**src/hdl/ccbg_pkg.sv**
```systemverilog
// package: register map, field layout, reset values and states of the core clock burst gate
// ============================================================================
// ============================================================================
package ccbg_pkg;

  // ==========================================================================
  // register map
  localparam int unsigned APB_AW = 12;
  localparam logic [11:0] CTRL_OFFSET = 12'h000;
  localparam logic [11:0] STATUS_OFFSET = 12'h004;
  localparam logic [31:0] ZERO_WORD = 32'h0000_0000;

  // ==========================================================================
  // control register fields
  localparam int unsigned ENABLE_BIT = 7;
  localparam int unsigned WIDTH_MSB = 4;
  localparam int unsigned WIDTH_W = 5;
  localparam logic ENABLE_RESET = 1'h0;
  localparam logic [4:0] WIDTH_RESET = 5'h1F;
  localparam logic [4:0] WIDTH_FULL = 5'h1F;
  localparam logic [4:0] WIDTH_ZERO = 5'h00;

  // ==========================================================================
  // status register fields
  localparam int unsigned ST_CORE_ON_BIT = 0;
  localparam int unsigned ST_BUS_REQ_BIT = 1;
  localparam int unsigned ST_DMA_GNT_BIT = 2;
  localparam int unsigned ST_SLOT_ON_BIT = 3;
  localparam int unsigned ST_PHASE_LSB = 8;

  // ==========================================================================
  // burst period: slots 0..30 of the slow clock
  localparam logic [4:0] PHASE_ZERO = 5'h00;
  localparam logic [4:0] PHASE_STEP = 5'h01;
  localparam logic [4:0] PERIOD_LAST = 5'h1E;

  // ==========================================================================
  // reset values of the gate outputs
  localparam logic CORE_ON_RESET = 1'h1;
  localparam logic BUS_REQ_RESET = 1'h0;

  // ==========================================================================
  // gate sequencer states
  typedef enum logic [1:0] {
    ST_RUN,
    ST_REQ,
    ST_OFF
  } ccbg_state_e;

endpackage

```
**src/hdl/ccbg_edge_sync.sv**
```systemverilog
// module: two-flop synchroniser with rising edge pulse for the slow clock pin
`timescale 1ns/100ps
module ccbg_edge_sync #(
  parameter int unsigned STAGES = 2
) (
  // clock and reset
  input wire logic clock,
  input wire logic nrst,
  // asynchronous level
  input wire logic async_in,
  // one-cycle pulse on each rising edge
  output logic rise_ff
);

  // ==========================================================================
  // synchroniser chain, stage 0 feeds stage 1 only
  logic [STAGES:0] sync_ff;

  always_ff @(posedge clock or negedge nrst) begin
    if (!nrst) begin
      sync_ff <= '0;
    end else begin
      sync_ff <= {sync_ff[STAGES-1:0], async_in};
    end
  end

  // ==========================================================================
  // edge detect on the settled stages
  always_ff @(posedge clock or negedge nrst) begin
    if (!nrst) begin
      rise_ff <= 1'h0;
    end else begin
      rise_ff <= sync_ff[STAGES-1] & ~sync_ff[STAGES];
    end
  end

endmodule

```
**src/hdl/ccbg_top.sv**
```systemverilog
// module: core clock burst gate with APB control and status registers
`timescale 1ns/100ps
module ccbg_top (
  // system clock and reset
  input wire logic clock,
  input wire logic nrst,
  // apb slave
  input wire logic psel,
  input wire logic penable,
  input wire logic pwrite,
  input wire logic [31:0] paddr,
  input wire logic [31:0] pwdata,
  output logic [31:0] prdata,
  output logic pready,
  output logic pslverr,
  // slow clock pin, sets the burst period
  input wire logic slow_32k_clock,
  // unmasked wake-up event from interrupt logic
  input wire logic wake_event,
  // bus arbitration with the core and the dma controller
  input wire logic bus_grant,
  input wire logic dma_busy,
  output logic bus_request,
  output logic dma_bus_grant,
  // enable for the glitch-free core clock gate cell
  output logic core_clock_enable
);

  // ==========================================================================
  // address decode shared by read and write paths
  function automatic logic reg_hit(input logic [31:0] addr, input logic [11:0] off);
    reg_hit = (addr[ccbg_pkg::APB_AW-1:0] == off);
  endfunction

  // ==========================================================================
  // declarations
  logic setup_w;
  logic access_w;
  logic wr_ctrl_w;
  logic mapped_w;
  logic slow_tick_w;
  logic slot_on_w;
  logic resume_w;
  logic [4:0] wdata_width_w;
  logic [31:0] ctrl_word_w;
  logic [31:0] status_word_w;
  logic [31:0] read_word_w;
  logic burst_gating_enable_ff;
  logic [4:0] width_ff;
  logic [4:0] phase_ff;
  logic [4:0] nxt_phase;
  ccbg_pkg::ccbg_state_e state_ff;
  ccbg_pkg::ccbg_state_e nxt_state;
  logic core_on_ff;
  logic core_en_neg_ff;
  logic bus_req_ff;
  logic dma_gnt_ff;
  logic pready_ff;
  logic pslverr_ff;
  logic [31:0] prdata_ff;

  // ==========================================================================
  // apb phase decode
  assign setup_w = psel & ~penable;
  assign access_w = psel & penable & pready_ff;
  assign mapped_w = reg_hit(paddr, ccbg_pkg::CTRL_OFFSET)
                  | reg_hit(paddr, ccbg_pkg::STATUS_OFFSET);
  assign wr_ctrl_w = access_w & pwrite & reg_hit(paddr, ccbg_pkg::CTRL_OFFSET);
  assign wdata_width_w = pwdata[ccbg_pkg::WIDTH_MSB:0];

  // ready one cycle after setup, so every access has no wait state
  always_ff @(posedge clock or negedge nrst) begin
    if (!nrst) begin
      pready_ff <= 1'h0;
    end else begin
      pready_ff <= setup_w;
    end
  end

  // error answer for unmapped offsets, valid with ready
  always_ff @(posedge clock or negedge nrst) begin
    if (!nrst) begin
      pslverr_ff <= 1'h0;
    end else begin
      pslverr_ff <= setup_w & ~mapped_w;
    end
  end

  // read data captured at setup, held until the next setup
  always_ff @(posedge clock or negedge nrst) begin
    if (!nrst) begin
      prdata_ff <= ccbg_pkg::ZERO_WORD;
    end else if (setup_w) begin
      prdata_ff <= pwrite ? ccbg_pkg::ZERO_WORD : read_word_w;
    end
  end

  // ==========================================================================
  // read words; reserved bits read as zero
  always_comb begin
    ctrl_word_w = ccbg_pkg::ZERO_WORD;
    ctrl_word_w[ccbg_pkg::ENABLE_BIT] = burst_gating_enable_ff;
    ctrl_word_w[ccbg_pkg::WIDTH_MSB:0] = width_ff;
  end

  always_comb begin
    status_word_w = ccbg_pkg::ZERO_WORD;
    status_word_w[ccbg_pkg::ST_CORE_ON_BIT] = core_on_ff;
    status_word_w[ccbg_pkg::ST_BUS_REQ_BIT] = bus_req_ff;
    status_word_w[ccbg_pkg::ST_DMA_GNT_BIT] = dma_gnt_ff;
    status_word_w[ccbg_pkg::ST_SLOT_ON_BIT] = slot_on_w;
    status_word_w[ccbg_pkg::ST_PHASE_LSB +: ccbg_pkg::WIDTH_W] = phase_ff;
  end

  // read mux by offset
  always_comb begin
    if (reg_hit(paddr, ccbg_pkg::CTRL_OFFSET)) begin
      read_word_w = ctrl_word_w;
    end else if (reg_hit(paddr, ccbg_pkg::STATUS_OFFSET)) begin
      read_word_w = status_word_w;
    end else begin
      read_word_w = ccbg_pkg::ZERO_WORD;
    end
  end

  // ==========================================================================
  // enable bit: reset low, wake-up clear of a set enable beats a software write
  always_ff @(posedge clock or negedge nrst) begin
    if (!nrst) begin
      burst_gating_enable_ff <= ccbg_pkg::ENABLE_RESET;
    end else if (wake_event && burst_gating_enable_ff) begin
      burst_gating_enable_ff <= 1'h0;
    end else if (wr_ctrl_w) begin
      burst_gating_enable_ff <= pwdata[ccbg_pkg::ENABLE_BIT];
    end
  end

  // width field: written only by software, never by enable or wake-up
  always_ff @(posedge clock or negedge nrst) begin
    if (!nrst) begin
      width_ff <= ccbg_pkg::WIDTH_RESET;
    end else if (wr_ctrl_w) begin
      width_ff <= wdata_width_w;
    end
  end

  // ==========================================================================
  // slow clock pin into the system clock domain
  ccbg_edge_sync #(
    .STAGES(2)
  ) ccbg_edge_sync_inst (
    .clock(clock),
    .nrst(nrst),
    .async_in(slow_32k_clock),
    .rise_ff(slow_tick_w)
  );

  // period phase: 31 slow ticks, held at slot 0 while disabled
  always_comb begin
    if (!burst_gating_enable_ff) begin
      nxt_phase = ccbg_pkg::PHASE_ZERO;
    end else if (!slow_tick_w) begin
      nxt_phase = phase_ff;
    end else if (phase_ff == ccbg_pkg::PERIOD_LAST) begin
      nxt_phase = ccbg_pkg::PHASE_ZERO;
    end else begin
      nxt_phase = phase_ff + ccbg_pkg::PHASE_STEP;
    end
  end

  always_ff @(posedge clock or negedge nrst) begin
    if (!nrst) begin
      phase_ff <= ccbg_pkg::PHASE_ZERO;
    end else begin
      phase_ff <= nxt_phase;
    end
  end

  // pulse-width comparator: on for the first width slots of the period
  assign slot_on_w = (phase_ff < width_ff);

  // wake-up, disable or a new on slot all bring the clock back
  assign resume_w = ~burst_gating_enable_ff | wake_event | slot_on_w;

  // ==========================================================================
  // gate sequencer: run, request bus, clock off
  always_comb begin
    nxt_state = state_ff;
    case (state_ff)
      ccbg_pkg::ST_RUN: begin
        if (!resume_w) begin
          nxt_state = ccbg_pkg::ST_REQ;
        end
      end
      ccbg_pkg::ST_REQ: begin
        if (resume_w) begin
          nxt_state = ccbg_pkg::ST_RUN;
        end else if (bus_grant) begin
          nxt_state = ccbg_pkg::ST_OFF;
        end
      end
      ccbg_pkg::ST_OFF: begin
        if (resume_w && !dma_busy) begin
          nxt_state = ccbg_pkg::ST_RUN;
        end
      end
      default: begin
        nxt_state = ccbg_pkg::ST_RUN;
      end
    endcase
  end

  always_ff @(posedge clock or negedge nrst) begin
    if (!nrst) begin
      state_ff <= ccbg_pkg::ST_RUN;
    end else begin
      state_ff <= nxt_state;
    end
  end

  // core clock on in run and request, off only after grant
  always_ff @(posedge clock or negedge nrst) begin
    if (!nrst) begin
      core_on_ff <= ccbg_pkg::CORE_ON_RESET;
    end else begin
      core_on_ff <= (nxt_state != ccbg_pkg::ST_OFF);
    end
  end

  // bus held from the request until the clock is back
  always_ff @(posedge clock or negedge nrst) begin
    if (!nrst) begin
      bus_req_ff <= ccbg_pkg::BUS_REQ_RESET;
    end else begin
      bus_req_ff <= (nxt_state != ccbg_pkg::ST_RUN);
    end
  end

  // dma owns the bus while the core clock is stopped
  always_ff @(posedge clock or negedge nrst) begin
    if (!nrst) begin
      dma_gnt_ff <= ccbg_pkg::BUS_REQ_RESET;
    end else begin
      dma_gnt_ff <= (nxt_state == ccbg_pkg::ST_OFF);
    end
  end

  // gate enable moves on the falling edge, while the clock is low
  always_ff @(negedge clock or negedge nrst) begin
    if (!nrst) begin
      core_en_neg_ff <= ccbg_pkg::CORE_ON_RESET;
    end else begin
      core_en_neg_ff <= core_on_ff;
    end
  end

  // ==========================================================================
  // outputs, each straight from a flop
  assign prdata = prdata_ff;
  assign pready = pready_ff;
  assign pslverr = pslverr_ff;
  assign bus_request = bus_req_ff;
  assign dma_bus_grant = dma_gnt_ff;
  assign core_clock_enable = core_en_neg_ff;
endmodule

```
**config.mk**
```make
export PLATFORM = sky130hd
export DESIGN_NAME = ccbg_top
export DESIGN_NICKNAME = d
export VERILOG_FILES = /design/src/hdl/ccbg_pkg.sv /design/src/hdl/ccbg_edge_sync.sv /design/src/hdl/ccbg_top.sv
export SDC_FILE = /design/constraint.sdc
export NUM_CORES = 1
export LEC_CHECK = 0
export ABC_AREA = 1
export BUFFER_PORTS_ARGS = -buffer_cell sky130_fd_sc_hd__buf_2
export CELL_PAD_IN_SITES_DETAIL_PLACEMENT = 1
export CELL_PAD_IN_SITES_GLOBAL_PLACEMENT = 2
export CORE_MARGIN = 2
export CORE_UTILIZATION = 21
export CTS_BUF_LIST = sky130_fd_sc_hd__clkbuf_2
export CTS_CLUSTER_DIAMETER = 200
export CTS_CLUSTER_SIZE = 12
export DETAILED_ROUTE_END_ITERATION = 6
export GPL_TIMING_DRIVEN = 0
export PLACE_DENSITY = 0.81
export REMOVE_ABC_BUFFERS = 1
export SKIP_CTS_REPAIR_TIMING = 1
export SYNTH_ARGS = -nofsm -noshare
export SYNTH_HDL_FRONTEND = slang
export SYNTH_SLANG_ARGS = --single-unit
```
**constraint.sdc**
```tcl
create_clock -name clock -period 1.5 [get_ports clock]
set_input_delay 0.15 -clock clock [delete_from_list [all_inputs] [get_ports clock]]
set_output_delay 0.15 -clock clock [all_outputs]
set_load 0.01 [all_outputs]
```
Word-level counts from Yosys, hierarchy flattened
Index checks and enable logic that the tools add are counted.
{ "totals": {"elab_cells": 56, "reg_bits": 55, "output_inout_bits": 37} }
{ "op_classes": {"muxes": 13, "bitwise_logic": 14, "n_eq_ne": 7, "reduce_logical": 7, "n_addsub": 1, "order_cmp": 1} }
{ "ops": {"columns": ["operator", "count"], "rows": [
  ["$mux 32", 1],
  ["$mux 13", 2],
  ["$mux 5", 3],
  ["$eq 12x3->1 const B", 1],
  ["$logic_not 12->1", 1],
  ["$mux 2", 4],
  ["$and 1x1->1", 7],
  ["$pmux 2 s3", 1],
  ["$add 5x1->5 const B", 1],
  ["$eq 5x5->1 const B", 1],
  ["$lt 5x5->1", 1],
  ["$eq 2x2->1 const B", 2],
  ["$not 1->1", 4],
  ["$reduce_bool 2->1", 2],
  ["$or 1x1->1", 3],
  ["$eq 2x1->1 const B", 1],
  ["$logic_and 1x1->1", 2],
  ["$logic_not 2->1", 1],
  ["$mux 1", 2],
  ["$ne 2x1->1 const B", 1],
  ["$ne 2x2->1 const B", 1],
  ["$logic_not 1->1", 1]
]} }

Depth between registers and ports, before layout
Gate-level depths: netlist of run 1.
{ "depth": {"depth_word": 7, "depth_mapped": 10} }

Modules after synthesis
Synthesis of run 1 repeated with hierarchy kept, for this count alone.
{ "hier_totals": {"cells_unflattened": 212, "area_unflattened_um2": 1813.0} }
{ "by_module_without_submodules": {"columns": ["mod", "instances", "area_per_inst_um2", "seq_area_each_um2", "cells_per_inst"], "rows": [
  ["ccbg_top", 1, 1702.9, 759.5, 206],
  ["ccbg_edge_sync", 1, 110.1, 100.1, 6]
]} }

==> results of run 1 <==
## stage by stage
step                      cell area [µm²]  total power [mW]  hold WS [ns]
after global routing                 2346             2.099       -0.1630
after CTS                            2158             1.968       -0.1669
final                                2346             1.959       -0.1660
after detailed placement             2093             1.348        0.2625
after global placement               2093             1.333        0.2589
after floorplan                      1748             1.219       -0.1456
## registers in the layout, indices dropped and copies added, names as in the netlist
name	count
burst_gating_enable_ff	1
bus_request	1
ccbg_edge_sync_inst.rise_ff	1
ccbg_edge_sync_inst.sync_ff	3
core_clock_enable	1
core_on_ff	1
dma_bus_grant	1
phase_ff	5
prdata	11
pready	1
pslverr	1
state_ff	2
width_ff	5
## cell families after synthesis
logic type | Yosys count
buffers and inverters | 54
adders and majority gates | 6
other | 1
AOI/OAI and AO/OA | 10
and+or+nand+nor | 102
DFF | 34
xor gates and xnor gates | 3
## power by group through the flow
stage / clock (mW) / sequential (mW) / combinational [mW]
5_1_grt: 0.689 / 1.02 / 0.390
2_1_floorplan: 0.00834 / 1.02 / 0.190
4_1_cts: 0.642 / 1.01 / 0.312
3_3_place_gp: 0.00834 / 1.03 / 0.298
6_report: 0.607 / 1.01 / 0.339
3_5_place_dp: 0.00834 / 1.03 / 0.310
## final timing paths
kind | endpoint | start | depth (start not counted)
worst max register to register | bus_request$_DFF_PN0_ | width_ff[4]$_DFFE_PN1P_ | 9
worst min-delay path | prdata[4]$_DFFE_PN0P_ | nrst | 1
worst max-delay path | core_clock_enable | core_clock_enable$_DFF_NN1_ | 1
max in group asynchronous | core_clock_enable$_DFF_NN1_ | nrst | 1
min in group clock | pready$_DFF_PN0_ | psel | 3
worst min register to register | ccbg_edge_sync_inst.sync_ff[1]$_DFF_PN0_ | ccbg_edge_sync_inst.sync_ff[0]$_DFF_PN0_ | 0
## layer usage
| metal | vias up | global-route usage [%] |
|---|---|---|
| met3 | 2 | 2.505 |
| met5 | - | 0 |
| met2 | 35 | 14.54 |
| met1 | 682 | 12.10 |
| met4 | 0 | 2.564 |
| li1 | 727 | - |
## layout by cell type (no fill, tap or decap), drive strengths merged
master / instances
and2: 2
bufinv: 1
o22ai: 1
nand2: 56
nor3: 2
a21oi: 2
clkbuf: 5
xor2: 2
dlygate4sd3: 8
xnor2: 1
nand3: 14
buf: 47
conb: 21
nand4: 7
o21ai: 7
dfstp: 7
inv: 33
ha: 6
dfrtp: 27
nor2: 21
## layout make-up
type	instances	area, µm²
Inverter	30	112.6
Clock buffer	5	25.02
Timing Repair Buffer	55	337.8
Tap cell	108	135.1
Fill cell	1028	6290
Multi-Input combinational cell	142	832.0
Clock inverter	4	43.79
Sequential cell	34	859.6
==> flow_metrics.tcl, run 1 <==
set metrics [dict create \
    crit_family "flip-flops" \
    netSwitchingPower_mw 0.5912 \
    cp-start-kind "register" \
    vias 1446 \
    final_cells 378 \
    grt_usage_pct 9.076 \
    synthFlopType "dfrtp_1" \
    grt_start_max_net_pins 35 \
    crit_required_ns 1.35 \
    netlist_top_cells_count "nand2_1, dfrtp_1, inv_1" \
    relSlewSlack_pct 47.75 \
    wl_met2_mm 2.040 \
    grt_pass1_wl_mm 6.982 \
    synth.area.mux_share_pct 0 \
    synth_seq_cells 34 \
    routedWlPerCell_um 10.85 \
    async_flop_share_pct 100.0 \
    overflow 0 \
    ant_nets 0 \
    dieHeight_um 97.75 \
    p_int_mw 1.368 \
    cts_max_level 2 \
    critical_path_class "register to output pin" \
    synth.distinct_cells 28 \
    finalSetupTns_ns -0.8275 \
    violations "hold timing, setup timing" \
    end_kind "output pin" \
    synth_edf_count 0 \
    synth_area_leaders "dfrtp_1, dfstp_2, nand2_1" \
    cts_buffer_depth 2 \
    worst_pin_slew_ns 0.7837 \
    grt_pass1_vias 1464 \
    slowest_stage "dfstp_2" \
    insertion_delay_ns 0.40 \
    clk_pin_slew_ns 0.19 \
    synth_top_family_by_area "simple AND/OR/NAND/NOR gates" \
    synthXorXnorAreaFrac_pct 1.424 \
    crit_chain "buf_6" \
    wl_met3_um 132 \
    finalSetupViolCount 7 \
    synth_top_area_cell "dfrtp_1" \
    rsz0062_at_grt "yes" \
    status "finished, violations left" \
    hold_violations 27 \
    crit_buf_inv 1 \
    root_buffer "clkbuf_2" \
    synth_fa_ha_area_share_pct 4.068 \
    ios 110 \
    syn_area_per_cell_um2 8.788 \
    viasPerCell 3.825 \
    met1Wirelength_mm 1.915 \
    syn_inst 210 \
    synthSimpleGateAreaFrac_pct 28.27 \
    placed_cells 357 \
    swShare_pct 30.18 \
    slowest_delay_ns 0.53 \
    ir_drop_mv 0.3037 \
    finalNetCount 348 \
    p_clk_share_pct 31.0 \
    cts_tree "done" \
    r2r_slack_ns -0.10 \
    crit_fanout 1 \
    finish.utilization_pct 27.17 \
    dieArea_mm2 0.009554 \
    std_cell_rows 34 \
    clkSinkCount 34 \
    drc 0 \
    finalWirelength_mm 4.102 \
    synth_compound_area_share_pct 3.797 \
    top_layer_used "met4" \
    n_antenna_cell 0 \
    drtIter0Drc 18 \
    cts_made_buffers 5 \
    dp_hpwl_mm 3.173 \
    hp-class "input port to async pin" \
    cp.arrival_ns 1.77 \
    p_leak_nw 1.277 \
    yosysWarnings 0 \
    skew_ns 0.03178 \
    finalMaxSlewViolations 0 \
    dpl_worst_slack_ns -0.1925 \
    fin_ws_ns -0.4180 \
    synth_top_area_share_pct 36.61 \
    design.core.area_mm2 0.008636 \
    p_seq_share_pct 51.7 \
    portBuffers 42 \
    comb_power_share_pct 17.3 \
    whs_ns -0.1660 \
    start_util_pct 21.37 \
    die_x_um 97.75 \
    power_density_mw_per_mm2 835.0 \
    syn_to_final_growth_pct 27.12 \
    synth_area_mm2 0.001846 \
    antenna_found_initial 0 \
    seq_area_frac_synth_pct 46.58 \
    dr.pass1.iters 4 \
    gp_congestion 0.7533 \
    drive_gt1_share_pct 37.78 \
    maxCapViolations 0 \
    synth.most_common_cell "nand2_1" \
]
(Power assumes the default switching activity.)
==> run 2: changes to the inputs <==
Settings changed: TNS_END_PERCENT set to 10.
==> run 2 against run 1 <==
The flow still finishes with violations (hold timing, setup timing). Critical path depth unchanged. Wire length down 1.0%. Hold slack worse by 0.014 ns. Die area unchanged. Count of clock-buffer cells in the layout unchanged. Non-clock buffer count down 5. First-iteration DRC count rose to 2.6 times the previous value. Sequential cell count unchanged. Worst setup slack worse by 0.0074 ns. Cell area down 2.0%. Largest power group unchanged.
==> flow_metrics.tcl, run 2 (synthesis results as in run 1) <==
set metrics [dict create \
    status "finished, violations left" \
    violations "hold timing, setup timing" \
    critical_path_class "register to output pin" \
    mostFrequentLayoutCells "nand2_1, buf_2, dfrtp_1, inv_1, conb_1" \
    worst_pin_slew_ns 0.7855 \
    design.core.area_mm2 0.008636 \
    finish.utilization_pct 26.63 \
    start_util_pct 21.37 \
    dieArea_mm2 0.009554 \
    hold_violations 27 \
    comb_power_share_pct 17.1 \
    n_antenna_cell 0 \
    viasPerCell 3.823 \
    use_met1_pct 12.10 \
    cts_made_buffers 5 \
    finalNetCount 343 \
    p_seq_share_pct 51.7 \
    p_int_mw 1.365 \
    std_cell_rows 34 \
    drive_gt1_share_pct 34.72 \
    p_leak_nw 1.254 \
    dieHeight_um 97.75 \
    syn_to_final_growth_pct 24.61 \
    fin_ws_ns -0.4254 \
    cp-start-kind "register" \
    largest_reg_flops 11 \
    relSlewSlack_pct 47.63 \
    drc 0 \
    slowest_stage "dfstp_2" \
    ios 110 \
    crit_buf_inv 1 \
    r2r_slack_ns -0.04 \
    p_clk_share_pct 31.2 \
    cts_buffer_depth 2 \
    rsz0062_at_grt "yes" \
    finalWirelength_mm 4.060 \
    dpl-instance-area_mm2 0.002093 \
    ir_drop_mv 0.3035 \
    finalPower_mw 1.959 \
    die_x_um 97.75 \
    met2_usage_pct 14.54 \
    power_density_mw_per_mm2 851.7 \
    antenna_found_initial 0 \
    grt_pass1_vias 1464 \
    layout_commonest_cell "nand2_1" \
    gp_congestion 0.7533 \
    dp_hpwl_mm 3.173 \
    cts_max_level 2 \
    dr.pass1.iters 3 \
    slowest_delay_ns 0.53 \
    final_cells 373 \
    routedWlPerCell_um 10.88 \
    drtIter0Drc 47 \
    crit_fanout 1 \
    clkSinkCount 34 \
    insertion_delay_ns 0.40 \
    maxCapViolations 0 \
    swShare_pct 30.32 \
    grt_start_max_net_pins 35 \
    finalSetupViolCount 6 \
    placed_cells 357 \
    netSwitchingPower_mw 0.5939 \
    crit_chain "buf_6" \
    grt_usage_pct 9.076 \
    hp-class "input port to async pin" \
    portBuffers 42 \
    overflow 0 \
    end_kind "output pin" \
    whs_ns -0.1803 \
    met3_usage_pct 2.505 \
    crit_required_ns 1.35 \
    grt_pass1_wl_mm 6.982 \
    skew_ns 0.02859 \
    fillers 1033 \
    top_usage_layer "met2" \
    ant_nets 0 \
    crit_family "flip-flops" \
    fin_area_mm2 0.002300 \
    root_buffer "clkbuf_2" \
    clk_pin_slew_ns 0.19 \
    finalMaxSlewViolations 0 \
    cts_tree "done" \
    cp.arrival_ns 1.78 \
    vias 1426 \
]
## run 2: metal layers
layer / vias to the layer above / wire, µm
li1: 715 / -
met1: 672 / 1891
met2: 37 / 2010
met3: 2 / 151
met4: 0 / 6
met5: - / 0
## run 2: cell type report
class	instances	area (µm²)	area share [%]
Clock buffer	5	25.02	1.088
Clock inverter	4	43.79	1.904
Inverter	30	112.6	4.897
Multi-Input combinational cell	142	827.0	35.96
Sequential cell	34	859.6	37.38
Tap cell	108	135.1	5.876
Timing Repair Buffer	50	296.5	12.89
## run 2: path summary, 6_finish.rpt
check	startpoint	cells past startpoint	end
max	core_clock_enable$_DFF_NN1_	1	core_clock_enable
min	nrst	1	prdata[4]$_DFFE_PN0P_
max reg2reg	width_ff[4]$_DFFE_PN1P_	10	bus_request$_DFF_PN0_
min reg2reg	ccbg_edge_sync_inst.sync_ff[0]$_DFF_PN0_	0	ccbg_edge_sync_inst.sync_ff[1]$_DFF_PN0_
max in group asynchronous	nrst	1	core_clock_enable$_DFF_NN1_
min in group clock	psel	3	pready$_DFF_PN0_
## run 2: power by group through the flow
stage	Sequential [mW]	Combinational [mW]	Clock, mW
floorplan	1.02	0.190	0.00834
global placement	1.03	0.298	0.00834
detailed placement	1.03	0.310	0.00834
CTS	1.01	0.312	0.642
global route	1.02	0.385	0.691
finish	1.01	0.334	0.612
## run 2: metrics by stage
stage                     hold WS [ns]  worst slack (ns)  setup TNS (ns)
after floorplan                -0.1456           0.01945               0
after global placement          0.2589           -0.1423         -0.4717
after detailed placement        0.2625           -0.1925         -0.7362
after CTS                      -0.1669           -0.4731          -1.319
after global routing           -0.1686           -0.4933          -1.166
final                          -0.1803           -0.4254         -0.5574
